`src/core/tof_pkg.sv`:
```
// Constants for the thermal and overcurrent sticky flag bank
package tof_pkg;
  localparam int TOF_ADDR_W = 8;
  localparam int TOF_DATA_W = 8;
  localparam logic [7:0] TOF_OFS_THERMAL_HOT_FLAGS = 8'hb5;
  localparam logic [7:0] TOF_OFS_OVERCURRENT_FLAGS = 8'hb6;
  localparam int TOF_NUM_SENSORS = 5;
  localparam int TOF_NUM_CONTROLLERS = 3;
  localparam logic [7:0] TOF_RESET_VALUE = 8'h00;
  localparam logic [7:0] TOF_READ_ZERO = 8'h00;
  // Thermal field positions
  localparam int TOF_BIT_BOTTOM_RIGHT_HOT = 0;
  localparam int TOF_BIT_TOP_LEFT_HOT = 1;
  localparam int TOF_BIT_TOP_RIGHT_HOT = 2;
  localparam int TOF_BIT_TERMINATION_REGULATOR_OVER_THRESHOLD = 3;
  localparam int TOF_BIT_REST_OF_DIE_HOT = 4;
  // Overcurrent field positions
  localparam int TOF_BIT_FIRST_CONTROLLER_OVERCURRENT = 0;
  localparam int TOF_BIT_SECOND_CONTROLLER_OVERCURRENT = 1;
  localparam int TOF_BIT_THIRD_CONTROLLER_OVERCURRENT = 2;
endpackage : tof_pkg

```
`src/core/tof_sticky_flag.sv`:
```
// One sticky flag bit with synchronised detector and write-one-to-clear
`timescale 1ns/1ps
module tof_sticky_flag (
  input wire logic core_clk,
  input wire logic srst,
  input wire logic detect_async,
  input wire logic clear_req,
  output logic flag
);
  import tof_pkg::*;

  logic sync1_r;
  logic sync2_r;
  logic flag_r;
  logic flag_nxt;

  // Set beats clear so an event in the clear cycle is kept
  always_comb begin
    flag_nxt = flag_r;
    if (clear_req) begin
      flag_nxt = 1'b0;
    end
    if (sync2_r) begin
      flag_nxt = 1'b1;
    end
  end

  always_ff @(posedge core_clk) begin
    if (srst) begin
      sync1_r <= 1'b0;
      sync2_r <= 1'b0;
      flag_r <= 1'b0;
    end else begin
      sync1_r <= detect_async;
      sync2_r <= sync1_r;
      flag_r <= flag_nxt;
    end
  end

  assign flag = flag_r;
endmodule : tof_sticky_flag

```
`src/core/tof_status_flags.sv`:
```
// Thermal hot and overcurrent sticky status register bank
// Functional notes
// - Five separate temperature sensor inputs each drive their own hot flag bit.
// - Bit 4 of the thermal flags latches when the rest-of-die sensor is above hot threshold.
// - Bit 3 of the thermal flags latches when the termination regulator sensor is hot.
// - Bit 2 of the thermal flags latches when the top-right corner sensor is hot.
// - Bit 1 of the thermal flags latches when the top-left corner sensor is hot.
// - Bit 0 of the thermal flags latches when the bottom-right corner sensor is hot.
// - Writing one to a set flag clears it unless its synchronised detector is still high, and the host acknowledges flags that way.
// - The thermal flags sit at offset b5 and reset to zero.
// - The overcurrent flags sit at offset b6 and reset to zero.
// - Bit 2 of the overcurrent flags latches on a third controller low-side overcurrent.
// - Bit 1 of the overcurrent flags latches on a second controller low-side overcurrent.
// - Bit 0 of the overcurrent flags latches on a first controller low-side overcurrent.
`timescale 1ns/1ps
module tof_status_flags (
  input wire logic core_clk,
  input wire logic srst,
  input wire logic rest_of_die_hot,
  input wire logic termination_regulator_over_threshold,
  input wire logic top_right_hot,
  input wire logic top_left_hot,
  input wire logic bottom_right_hot,
  input wire logic first_controller_overcurrent,
  input wire logic second_controller_overcurrent,
  input wire logic third_controller_overcurrent,
  input wire logic reg_wr_en,
  input wire logic reg_rd_en,
  input wire logic [tof_pkg::TOF_ADDR_W-1:0] reg_addr,
  input wire logic [tof_pkg::TOF_DATA_W-1:0] reg_wdata,
  output logic [tof_pkg::TOF_DATA_W-1:0] reg_rdata,
  output logic reg_rvalid,
  output logic [tof_pkg::TOF_DATA_W-1:0] thermal_hot_flags,
  output logic [tof_pkg::TOF_DATA_W-1:0] overcurrent_flags
);
  import tof_pkg::*;

  localparam int NFLAGS = TOF_NUM_SENSORS + TOF_NUM_CONTROLLERS;

  logic [NFLAGS-1:0] detect;
  logic [NFLAGS-1:0] clear;
  logic [NFLAGS-1:0] flag;
  logic [TOF_DATA_W-1:0] therm_view;
  logic [TOF_DATA_W-1:0] oc_view;
  logic wr_therm;
  logic wr_oc;
  logic [TOF_DATA_W-1:0] rdata_r;
  logic [TOF_DATA_W-1:0] rdata_nxt;
  logic rvalid_r;
  logic rvalid_nxt;
  logic [TOF_DATA_W-1:0] therm_out_r;
  logic [TOF_DATA_W-1:0] oc_out_r;

  // Detector mapping onto flag slots
  always_comb begin
    detect = '0;
    detect[TOF_BIT_BOTTOM_RIGHT_HOT] = bottom_right_hot;
    detect[TOF_BIT_TOP_LEFT_HOT] = top_left_hot;
    detect[TOF_BIT_TOP_RIGHT_HOT] = top_right_hot;
    detect[TOF_BIT_TERMINATION_REGULATOR_OVER_THRESHOLD] =
      termination_regulator_over_threshold;
    detect[TOF_BIT_REST_OF_DIE_HOT] = rest_of_die_hot;
    detect[TOF_NUM_SENSORS + TOF_BIT_FIRST_CONTROLLER_OVERCURRENT] =
      first_controller_overcurrent;
    detect[TOF_NUM_SENSORS + TOF_BIT_SECOND_CONTROLLER_OVERCURRENT] =
      second_controller_overcurrent;
    detect[TOF_NUM_SENSORS + TOF_BIT_THIRD_CONTROLLER_OVERCURRENT] =
      third_controller_overcurrent;
  end

  assign wr_therm = reg_wr_en && (reg_addr == TOF_OFS_THERMAL_HOT_FLAGS);
  assign wr_oc = reg_wr_en && (reg_addr == TOF_OFS_OVERCURRENT_FLAGS);

  // Only implemented bits see the write; reserved bits are dropped
  always_comb begin
    clear = '0;
    if (wr_therm) begin
      clear[TOF_NUM_SENSORS-1:0] = reg_wdata[TOF_NUM_SENSORS-1:0];
    end
    if (wr_oc) begin
      clear[NFLAGS-1:TOF_NUM_SENSORS] = reg_wdata[TOF_NUM_CONTROLLERS-1:0];
    end
  end

  // Each flag has its own synchroniser and latch
  genvar gi;
  generate
    for (gi = 0; gi < NFLAGS; gi++) begin : g_flag
      tof_sticky_flag u_flag (
        .core_clk(core_clk),
        .srst(srst),
        .detect_async(detect[gi]),
        .clear_req(clear[gi]),
        .flag(flag[gi])
      );
    end
  endgenerate

  always_comb begin
    therm_view = TOF_READ_ZERO;
    oc_view = TOF_READ_ZERO;
    therm_view[TOF_NUM_SENSORS-1:0] = flag[TOF_NUM_SENSORS-1:0];
    oc_view[TOF_NUM_CONTROLLERS-1:0] = flag[NFLAGS-1:TOF_NUM_SENSORS];
  end

  // Read data registered one cycle after the strobe; unmapped reads give zero
  always_comb begin
    rdata_nxt = rdata_r;
    rvalid_nxt = reg_rd_en;
    if (reg_rd_en) begin
      case (reg_addr)
        TOF_OFS_THERMAL_HOT_FLAGS: rdata_nxt = therm_view;
        TOF_OFS_OVERCURRENT_FLAGS: rdata_nxt = oc_view;
        default: rdata_nxt = TOF_READ_ZERO;
      endcase
    end
  end

  always_ff @(posedge core_clk) begin
    if (srst) begin
      rdata_r <= TOF_RESET_VALUE;
      rvalid_r <= 1'b0;
      therm_out_r <= TOF_RESET_VALUE;
      oc_out_r <= TOF_RESET_VALUE;
    end else begin
      rdata_r <= rdata_nxt;
      rvalid_r <= rvalid_nxt;
      therm_out_r <= therm_view;
      oc_out_r <= oc_view;
    end
  end

  assign reg_rdata = rdata_r;
  assign reg_rvalid = rvalid_r;
  assign thermal_hot_flags = therm_out_r;
  assign overcurrent_flags = oc_out_r;
endmodule : tof_status_flags

```
`config.mk`:
```
export PLATFORM = sky130hd
export DESIGN_NAME = tof_status_flags
export DESIGN_NICKNAME = d
export VERILOG_FILES = /design/src/core/tof_pkg.sv /design/src/core/tof_sticky_flag.sv /design/src/core/tof_status_flags.sv
export SDC_FILE = /design/constraint.sdc
export NUM_CORES = 1
export LEC_CHECK = 0
export BUFFER_PORTS_ARGS = -buffer_cell sky130_fd_sc_hd__buf_2
export CORE_ASPECT_RATIO = 2
export CORE_MARGIN = 2
export CORE_UTILIZATION = 50
export CTS_BUF_LIST = sky130_fd_sc_hd__clkbuf_8
export CTS_CLUSTER_SIZE = 40
export DETAILED_ROUTE_END_ITERATION = 8
export GPL_TIMING_DRIVEN = 0
export PLACE_DENSITY = 0.9
export SLEW_MARGIN = 25
export SYNTH_ARGS = -nofsm -noshare
export SYNTH_HDL_FRONTEND = slang
export SYNTH_SLANG_ARGS = --single-unit
```
`constraint.sdc`:
```
create_clock -name core_clk -period 1.07 [get_ports core_clk]
set_input_delay 0 -clock core_clk [delete_from_list [all_inputs] [get_ports core_clk]]
set_output_delay 0 -clock core_clk [all_outputs]
set_load 0.01 [all_outputs]
```
==> results.tsv, run 1 <==
stage	metric	value	unit
setup_path	worstSetupPathType	reg -> reg	
timing	totalNegativeSetupSlack	0	ns
setup_path	r2r_slack	0.26	ns
global_route	grt_start_max_net_pins	13	
timing	layout_worst_path_cycle_share	75.6	%
global_route	grt_pass1_wl	4800	um
synth	yosys_warnings	0	
min_path	hold_path_class	in -> reg	
timing	rsz0062_at_grt	no	
pwr	total_power	2960	uW
pwr	cellPowerDensity	1590	mW/mm2
floorplan	initial_core_util	51.2	%
pwr	p_leak	0.000872	uW
finish	stdcell_count	226	
setup_path	slowest_delay	0.38	ns
finish	diodes	0	
synth	ys_seq_elements	38	
pwr	peakVddDrop	0.00178	V
global_route	antenna_found_initial	0	
flow_run	maxCapViolCount	0	
synth	avgSynthCellArea	10.6	um2
global_route	grt_pass1_vias	1192	
global_route	overflow	0	
timing	fmax	1240	MHz
clocking	cts_tree	yes	
setup_path	cp_max_fo	3	
drt	final_antenna_net_count	0	
floorplan	dieArea	0.00323	mm2
synth	syn_area	0.00138	mm2
placed_design	dp_cells	207	
setup_path	path_cells	nor2_1 > a211oi_1	
placed_design	routabilityCongestion	0.745	
drt	drc	0	
floorplan	num_rows	27	
clocking	clk_pin_slew_worst_paths	0.07	ns
setup_path	crit_path_start_kind	register	
clocking	cts.sinks	38	
drt	vias_per_cell	4.94	
drt	drtIter0Drc	34	
drt	drt-total-wl	3040	um
setup_path	crit_slowest_cell	dfxtp_1	
drt	avgRoutedWirePerCell	13.4	um
clocking	post_cts_resized	0	
setup_path	cp.required	1.27	ns
status	outcome	finished clean	
timing	skew	0.00728	ns
finish	syn_to_final_growth	34.5	%
clocking	htreeDepth	2	
drt	first_pass_iters	4	
floorplan	dieHeight	78.4	um
synth	yosys.cell_types.count	24	
clocking	cts_buffers	5	
timing	finalSetupViolCount	0	
finish	nNetsFinal	224	
finish	final_cell_mix	dfxtp_1, buf_2, nor2b_1, nor2_1	
clocking	cts_root_buffer	clkbuf_8	
floorplan	coreArea	0.00270	mm2
finish	drive_gt1_share	33.5	%
synth	seq_area_frac_synth	55.0	%
drt	via_count	1116	
floorplan	die_w	41.2	um
finish	fin_util	68.9	%
timing	fin_crit	0.808	ns
setup_path	crit_arrival	1.01	ns
global_route	grt.total_usage	22.6	%
finish	final_area	0.00186	mm2
timing	drv_slew	0	
timing	final_hold_viol_count	0	
setup_path	end_kind	register	
finish	final_common_cell	dfxtp_1	
synth	syn_inst	131	
placed_design	place_area	0.00164	mm2
floorplan	io_pins	53	
clocking	clkLatencyLatePin	0.30	ns
placed_design	numPortBuffers	37	
placed_design	dpl.hpwl	2230	um
clocking	clockBufferDepth	2	
path summary, 6_finish.rpt:
kind / start / end / depth (start not counted)
min reg2reg: g_flag[4].u_flag.sync2_r / g_flag[4].u_flag.flag / 2
min: reg_wdata[0] / g_flag[0].u_flag.flag / 4
max reg2reg: g_flag[7].u_flag.flag / g_flag[7].u_flag.flag / 2
max: g_flag[7].u_flag.flag / g_flag[7].u_flag.flag / 2
metal layers:
layer  share of wire [%]  GRT usage (%)
met1                  31           18.4
met2                  60           40.2
met3                 4.9           5.65
met4                 3.6           16.1
met5                   0              0
final cells by class:
cell class	count	area [um2]
fillers	229	841
flip-flops and latches	38	761
multi-input cells	81	512
repair buffers	48	295
plain buffers	16	126
clock buffers	5	68.8
clock inverters	3	40.0
well taps	29	36.3
inverters	6	22.5
cells in the mapped netlist:
library cell / n / area [um2]
buf_6: 2 / 22.5
conb_1: 1 / 3.75
nand4b_4: 1 / 23.8
nand2b_4: 1 / 13.8
nor2b_2: 1 / 8.76
a22oi_1: 3 / 22.5
dfxtp_1: 38 / 761
nor2b_4: 1 / 13.8
a211oi_1: 6 / 45.0
o32ai_1: 3 / 26.3
a41o_2: 2 / 22.5
nor2b_1: 24 / 150
clkbuf_1: 2 / 7.51
clkbuf_8: 1 / 13.8
buf_4: 11 / 82.6
or3b_1: 1 / 8.76
and2b_2: 1 / 8.76
a21oi_1: 2 / 10.0
nand2_1: 5 / 18.8
o31ai_1: 2 / 15.0
inv_1: 6 / 22.5
nor2_1: 13 / 48.8
nand4bb_1: 1 / 11.3
nor3b_1: 3 / 22.5
report_power, final:
part           leakage, uW  switching [uW]  total (uW)  internal [uW]
registers         0.000312            24.3        1490           1470
logic             0.000502             133         289            156
clock network    0.0000579             491        1180            685
cell families after synthesis:
kind of cell           count (synthesis)  share of synthesized area [%]
other                                  1                          0.271
AND/OR/NAND/NOR                       52                           23.8
AO/OA/AOI/OAI                         18                           10.2
flip-flops                            38                           55.0
buffers and inverters                 22                           10.8
state kept, by name, indices dropped and copies added (netlist names):
name / flops
overcurrent_flags: 3
thermal_hot_flags: 5
reg_rdata: 5
g_flag.u_flag.flag: 8
g_flag.u_flag.sync2_r: 8
reg_rvalid: 1
g_flag.u_flag.sync1_r: 8
through the flow:
stage	worst slack [ns]	hold WS (ns)
floorplan	0.281	0.0665
global placement	0.0948	0.206
detailed placement	0.000151	0.218
CTS	0.279	0.0536
global route	0.205	0.0752
finish	0.262	0.0624
timing repair:
item | in CTS | in global routing
hold endpoints to repair | 12 | 0
endpoints found under the setup margin | 0 | 0
setup buffers | 0 | 0
hold buffers | 11 | 0
worst max-delay path, delay by kind of cell (launching register included):
kind	cells	cell delay, ns
AOI/OAI and AO/OA	1	0.26
and+or+nand+nor	1	0.07
DFF	1	0.38
Power figures use the tool's default switching activity.
==> run 2: changes to the inputs <==
clock period = 0.8 ns   (was 1.07 ns; I/O delays follow)
==> results.tsv, run 2 (same netlist as run 1, synthesis figures left out) <==
stage	metric	value	unit
min_path	hold_path_class	in -> reg	
clocking	cts_buffers	5	
clocking	clk_pin_slew_worst_paths	0.07	ns
floorplan	io_pins	53	
timing	fmax	1260	MHz
pwr	p_leak	0.000885	uW
timing	slew_headroom	66.5	%
global_route	grt.total_usage	22.6	%
pwr	cellPowerDensity	2090	mW/mm2
drt	avgRoutedWirePerCell	14.0	um
setup_path	crit_family	flip-flops	
placed_design	numPortBuffers	37	
timing	tightest_slew	0.502	ns
drt	first_pass_iters	4	
clocking	cts_root_buffer	clkbuf_8	
setup_path	cp.required	1.01	ns
drt	drt-total-wl	3160	um
timing	hold-worst-slack	0.0694	ns
setup_path	slowest_delay	0.38	ns
min_path	hold-path-cell-count	4	
drt	final_antenna_net_count	0	
floorplan	num_rows	27	
drt	drtIter0Drc	26	
finish	nFillCells	220	
floorplan	dieHeight	78.4	um
timing	final_hold_viol_count	0	
floorplan	coreArea	0.00270	mm2
timing	layout_worst_path_cycle_share	99.5	%
setup_path	crit_cells	2	
clocking	cts.sinks	38	
global_route	grt_pass1_wl	4800	um
timing	totalNegativeSetupSlack	0	ns
timing	fin_crit	0.796	ns
setup_path	crit_path_start_kind	register	
placed_design	place_area	0.00164	mm2
pwr	peakVddDrop	0.00239	V
setup_path	worstSetupPathType	reg -> reg	
status	outcome	finished clean	
drt	vias_per_cell	4.96	
flow_run	maxCapViolCount	0	
setup_path	critPathBufInv	0	
finish	final_cell_mix	dfxtp_1, buf_2, nor2b_1, nor2_1	
clocking	htreeDepth	2	
setup_path	crit_arrival	1.01	ns
global_route	antenna_found_initial	0	
placed_design	dpl.hpwl	2230	um
finish	multi_input_area	554	um2
clocking	post_cts_buffers	0	
setup_path	crit_slowest_cell	dfxtp_1	
finish	diodes	0	
finish	syn_to_final_growth	37.9	%
clocking	clockBufferDepth	2	
placed_design	routabilityCongestion	0.745	
finish	seq_area	762	um2
setup_path	path_cells	nor2_1 > a211oi_2	
timing	skew	0.00919	ns
finish	drive_gt1_share	38.1	%
timing	drv_slew	0	
floorplan	initial_core_util	51.2	%
finish	final_area	0.00191	mm2
clocking	cts_tree	yes	
setup_path	rr_worst_depth	2	
drt	via_count	1120	
floorplan	dieArea	0.00323	mm2
clocking	clkLatencyLatePin	0.30	ns
setup_path	cp_max_fo	3	
finish	nNetsFinal	224	
global_route	grt_pass1_vias	1192	
timing	finalSetupViolCount	0	
setup_path	end_kind	register	
global_route	overflow	0	
global_route	grt_start_max_net_pins	13	
drt	drc	0	
floorplan	die_w	41.2	um
## run 2: cell types whose count changed in the layout (fill, tap and decap cells not counted), sizes merged
cell          previous run  this run
dlygate4sd3             11        10
dlymetal6s4s             0         1
## run 2: power by group
part           switching (uW)  total [uW]  internal [uW]  leakage [uW]
logic                     188         402            214      0.000515
registers                34.3        2000           1970      0.000312
clock network             663        1580            917     0.0000579
## run 2: through the flow
stage / total power (uW) / setup slack (ns) / cells / util, %
after floorplan: 2250 / 0.0108 / 141 / -
after global placement: 2350 / -0.175 / 207 / 60.8
after detailed placement: 2380 / -0.270 / 207 / 60.8
after CTS: 3980 / 0.00896 / 226 / 68.9
after global routing: 4130 / -0.00171 / 226 / 70.6
final: 3980 / 0.00386 / 226 / 70.6
## run 2: what timing repair did
item | 4_1_cts | 5_1_grt
endpoints found under the hold margin | 12 | 0
endpoints found under the setup margin | 0 | 6
resized for setup | 0 | 10
hold buffers | 11 | 0
## run 2: layout make-up
type | instances | share of cell area (%)
Timing Repair Buffer | 48 | 15.6
Clock buffer | 5 | 3.61
Buffer | 16 | 6.62
Tap cell | 29 | 1.90
Sequential cell | 38 | 39.9
Clock inverter | 3 | 2.10
Multi-Input combinational cell | 81 | 29.0
Inverter | 6 | 1.18
## run 2: tightest hold or removal path, stage by stage
cell	delay (ns)
buf_2	0.08
nand2_1	0.08
nor2_1	0.09
a211oi_1	0.07
## run 2: metal layers
metal | vias to the layer above | wire length (um) | track usage [%]
li1 | 538 | - | -
met4 | 0 | 125 | 16.1
met5 | - | 0 | 0
met2 | 52 | 1890 | 40.2
met3 | 15 | 163 | 5.65
met1 | 515 | 974 | 18.4
## run 2: path summary, 6_finish.rpt
| check | from | to | slack (ns) |
|---|---|---|---|
| worst min register to register | g_flag[4].u_flag.sync2_r | g_flag[4].u_flag.flag | 0.42 |
| worst max register to register | g_flag[0].u_flag.flag | g_flag[0].u_flag.flag | 0.004 |
| worst max-delay path | g_flag[0].u_flag.flag | g_flag[0].u_flag.flag | 0.004 |
| worst min-delay path | reg_wdata[2] | g_flag[2].u_flag.flag | 0.07 |
==> run 3: changes to the inputs <==
CORE_UTILIZATION = 45   (was 50)
PLACE_DENSITY = 0.83   (was 0.9)
==> results.tsv, run 3 (same netlist as run 1, synthesis figures left out) <==
stage	metric	value	unit
pwr	p_leak	0.000866	uW
setup_path	r2r_slack	-0.009	ns
floorplan	initial_core_util	47.0	%
floorplan	num_rows	28	
placed_design	pre_cts_slack	-0.227	ns
timing	skew	0.0104	ns
timing	final_hold_viol_count	3	
clocking	ctsHoldBuffers	9	
drt	first_pass_iters	4	
floorplan	dieArea	0.00356	mm2
drt	avgRoutedWirePerCell	12.5	um
global_route	antenna_found_initial	0	
placed_design	routabilityCongestion	0.741	
finish	syn_to_final_growth	35.2	%
placed_design	dpl.hpwl	2020	um
placed_design	numPortBuffers	37	
timing	fin_crit	0.809	ns
setup_path	cp_max_fo	3	
placed_design	dp_cells	208	
global_route	grt_pass1_vias	1034	
global_route	grt.total_usage	17.5	%
drt	via_count	1083	
status	violations	negative hold slack, negative setup slack	
status	outcome	finished, violations left	
drt	final_antenna_net_count	0	
timing	rsz0062_at_grt	yes	
floorplan	io_pins	53	
pwr	cellPowerDensity	2140	mW/mm2
timing	fmax	1240	MHz
clocking	clockBufferDepth	2	
setup_path	rr_worst_depth	2	
min_path	hold_path_class	in -> reg	
global_route	grt_pass1_wl	4440	um
timing	hold-worst-slack	-0.0504	ns
clocking	clk_pin_slew_worst_paths	0.07	ns
global_route	grt_start_max_net_pins	12	
setup_path	cp.required	0.97	ns
floorplan	dieHeight	82.4	um
clocking	cts_tree	yes	
min_path	hold-path-cell-count	2	
clocking	cts_root_buffer	clkbuf_8	
pwr	peakVddDrop	0.00235	V
finish	drive_gt1_share	36.1	%
finish	stdcell_count	224	
timing	postLayoutSetupSlackWorst	-0.00898	ns
timing	slew_headroom	66.6	%
clocking	cts_buffers	5	
clocking	htreeDepth	2	
flow_run	maxCapViolCount	0	
floorplan	die_w	43.2	um
finish	nNetsFinal	222	
finish	diodes	0	
drt	drc	0	
timing	finalSetupViolCount	1	
timing	tightest_slew	0.501	ns
setup_path	end_kind	register	
floorplan	coreArea	0.00294	mm2
pwr	total_power	4000	uW
setup_path	worstSetupPathType	reg -> reg	
drt	drtIter0Drc	18	
clocking	clkLatencyLatePin	0.30	ns
clocking	cts.sinks	38	
drt	vias_per_cell	4.83	
drt	drt-total-wl	2800	um
timing	drv_slew	0	
finish	fin_util	63.6	%
global_route	overflow	0	
setup_path	crit_arrival	0.98	ns
timing	layout_worst_path_cycle_share	101	%
setup_path	crit_path_start_kind	register	
finish	final_cell_mix	dfxtp_1, buf_2, nor2b_1, nor2_1	
==> run 3: layout make-up <==
class | count | area [um2]
fill | 264 | 1070
clock buffer | 6 | 82.6
clock inverter | 1 | 30.0
tap | 30 | 37.5
inverter | 6 | 22.5
buffer | 16 | 126
sequential | 38 | 762
multi-input combinational | 81 | 534
timing repair buffer | 46 | 275
==> run 3: where the power goes <==
| group | leakage [uW] | switching [uW] | total [uW] | internal (uW) |
|---|---|---|---|---|
| clock network | 0.0000573 | 629 | 1630 | 996 |
| registers | 0.000312 | 32.1 | 2000 | 1970 |
| logic | 0.000497 | 171 | 375 | 204 |
==> run 3: timing repair <==
item,in CTS,in global routing
buffers inserted,0,0
gates resized for setup,0,5
endpoints found under the hold margin,12,3
setup endpoints to repair,0,4
==> run 3: critical path, stage by stage, from the launching register on <==
cell	delay, ns
dfxtp_1	0.34
a22oi_2	0.22
o32ai_2	0.12
==> run 3: metrics by stage <==
stage | area, um2 | setup TNS (ns)
finish | 1870 | -0.00898
global route | 1870 | -0.0415
CTS | 1850 | 0
detailed placement | 1640 | -2.98
global placement | 1640 | -2.01
floorplan | 1420 | 0
==> run 3: worst paths after layout <==
kind,startpoint,end
setup / recovery,g_flag[0].u_flag.flag,reg_rdata[0]
hold / removal,reg_rd_en,reg_rdata[1]
setup reg to reg,g_flag[0].u_flag.flag,reg_rdata[0]
hold reg to reg,g_flag[3].u_flag.sync2_r,g_flag[3].u_flag.flag
==> run 3: layer usage <==
layer / global-route usage (%) / share of wire, %
met5: 0 / 0
met4: 12.1 / 3.9
met3: 5.00 / 5.1
met2: 31.6 / 57
met1: 16.1 / 34
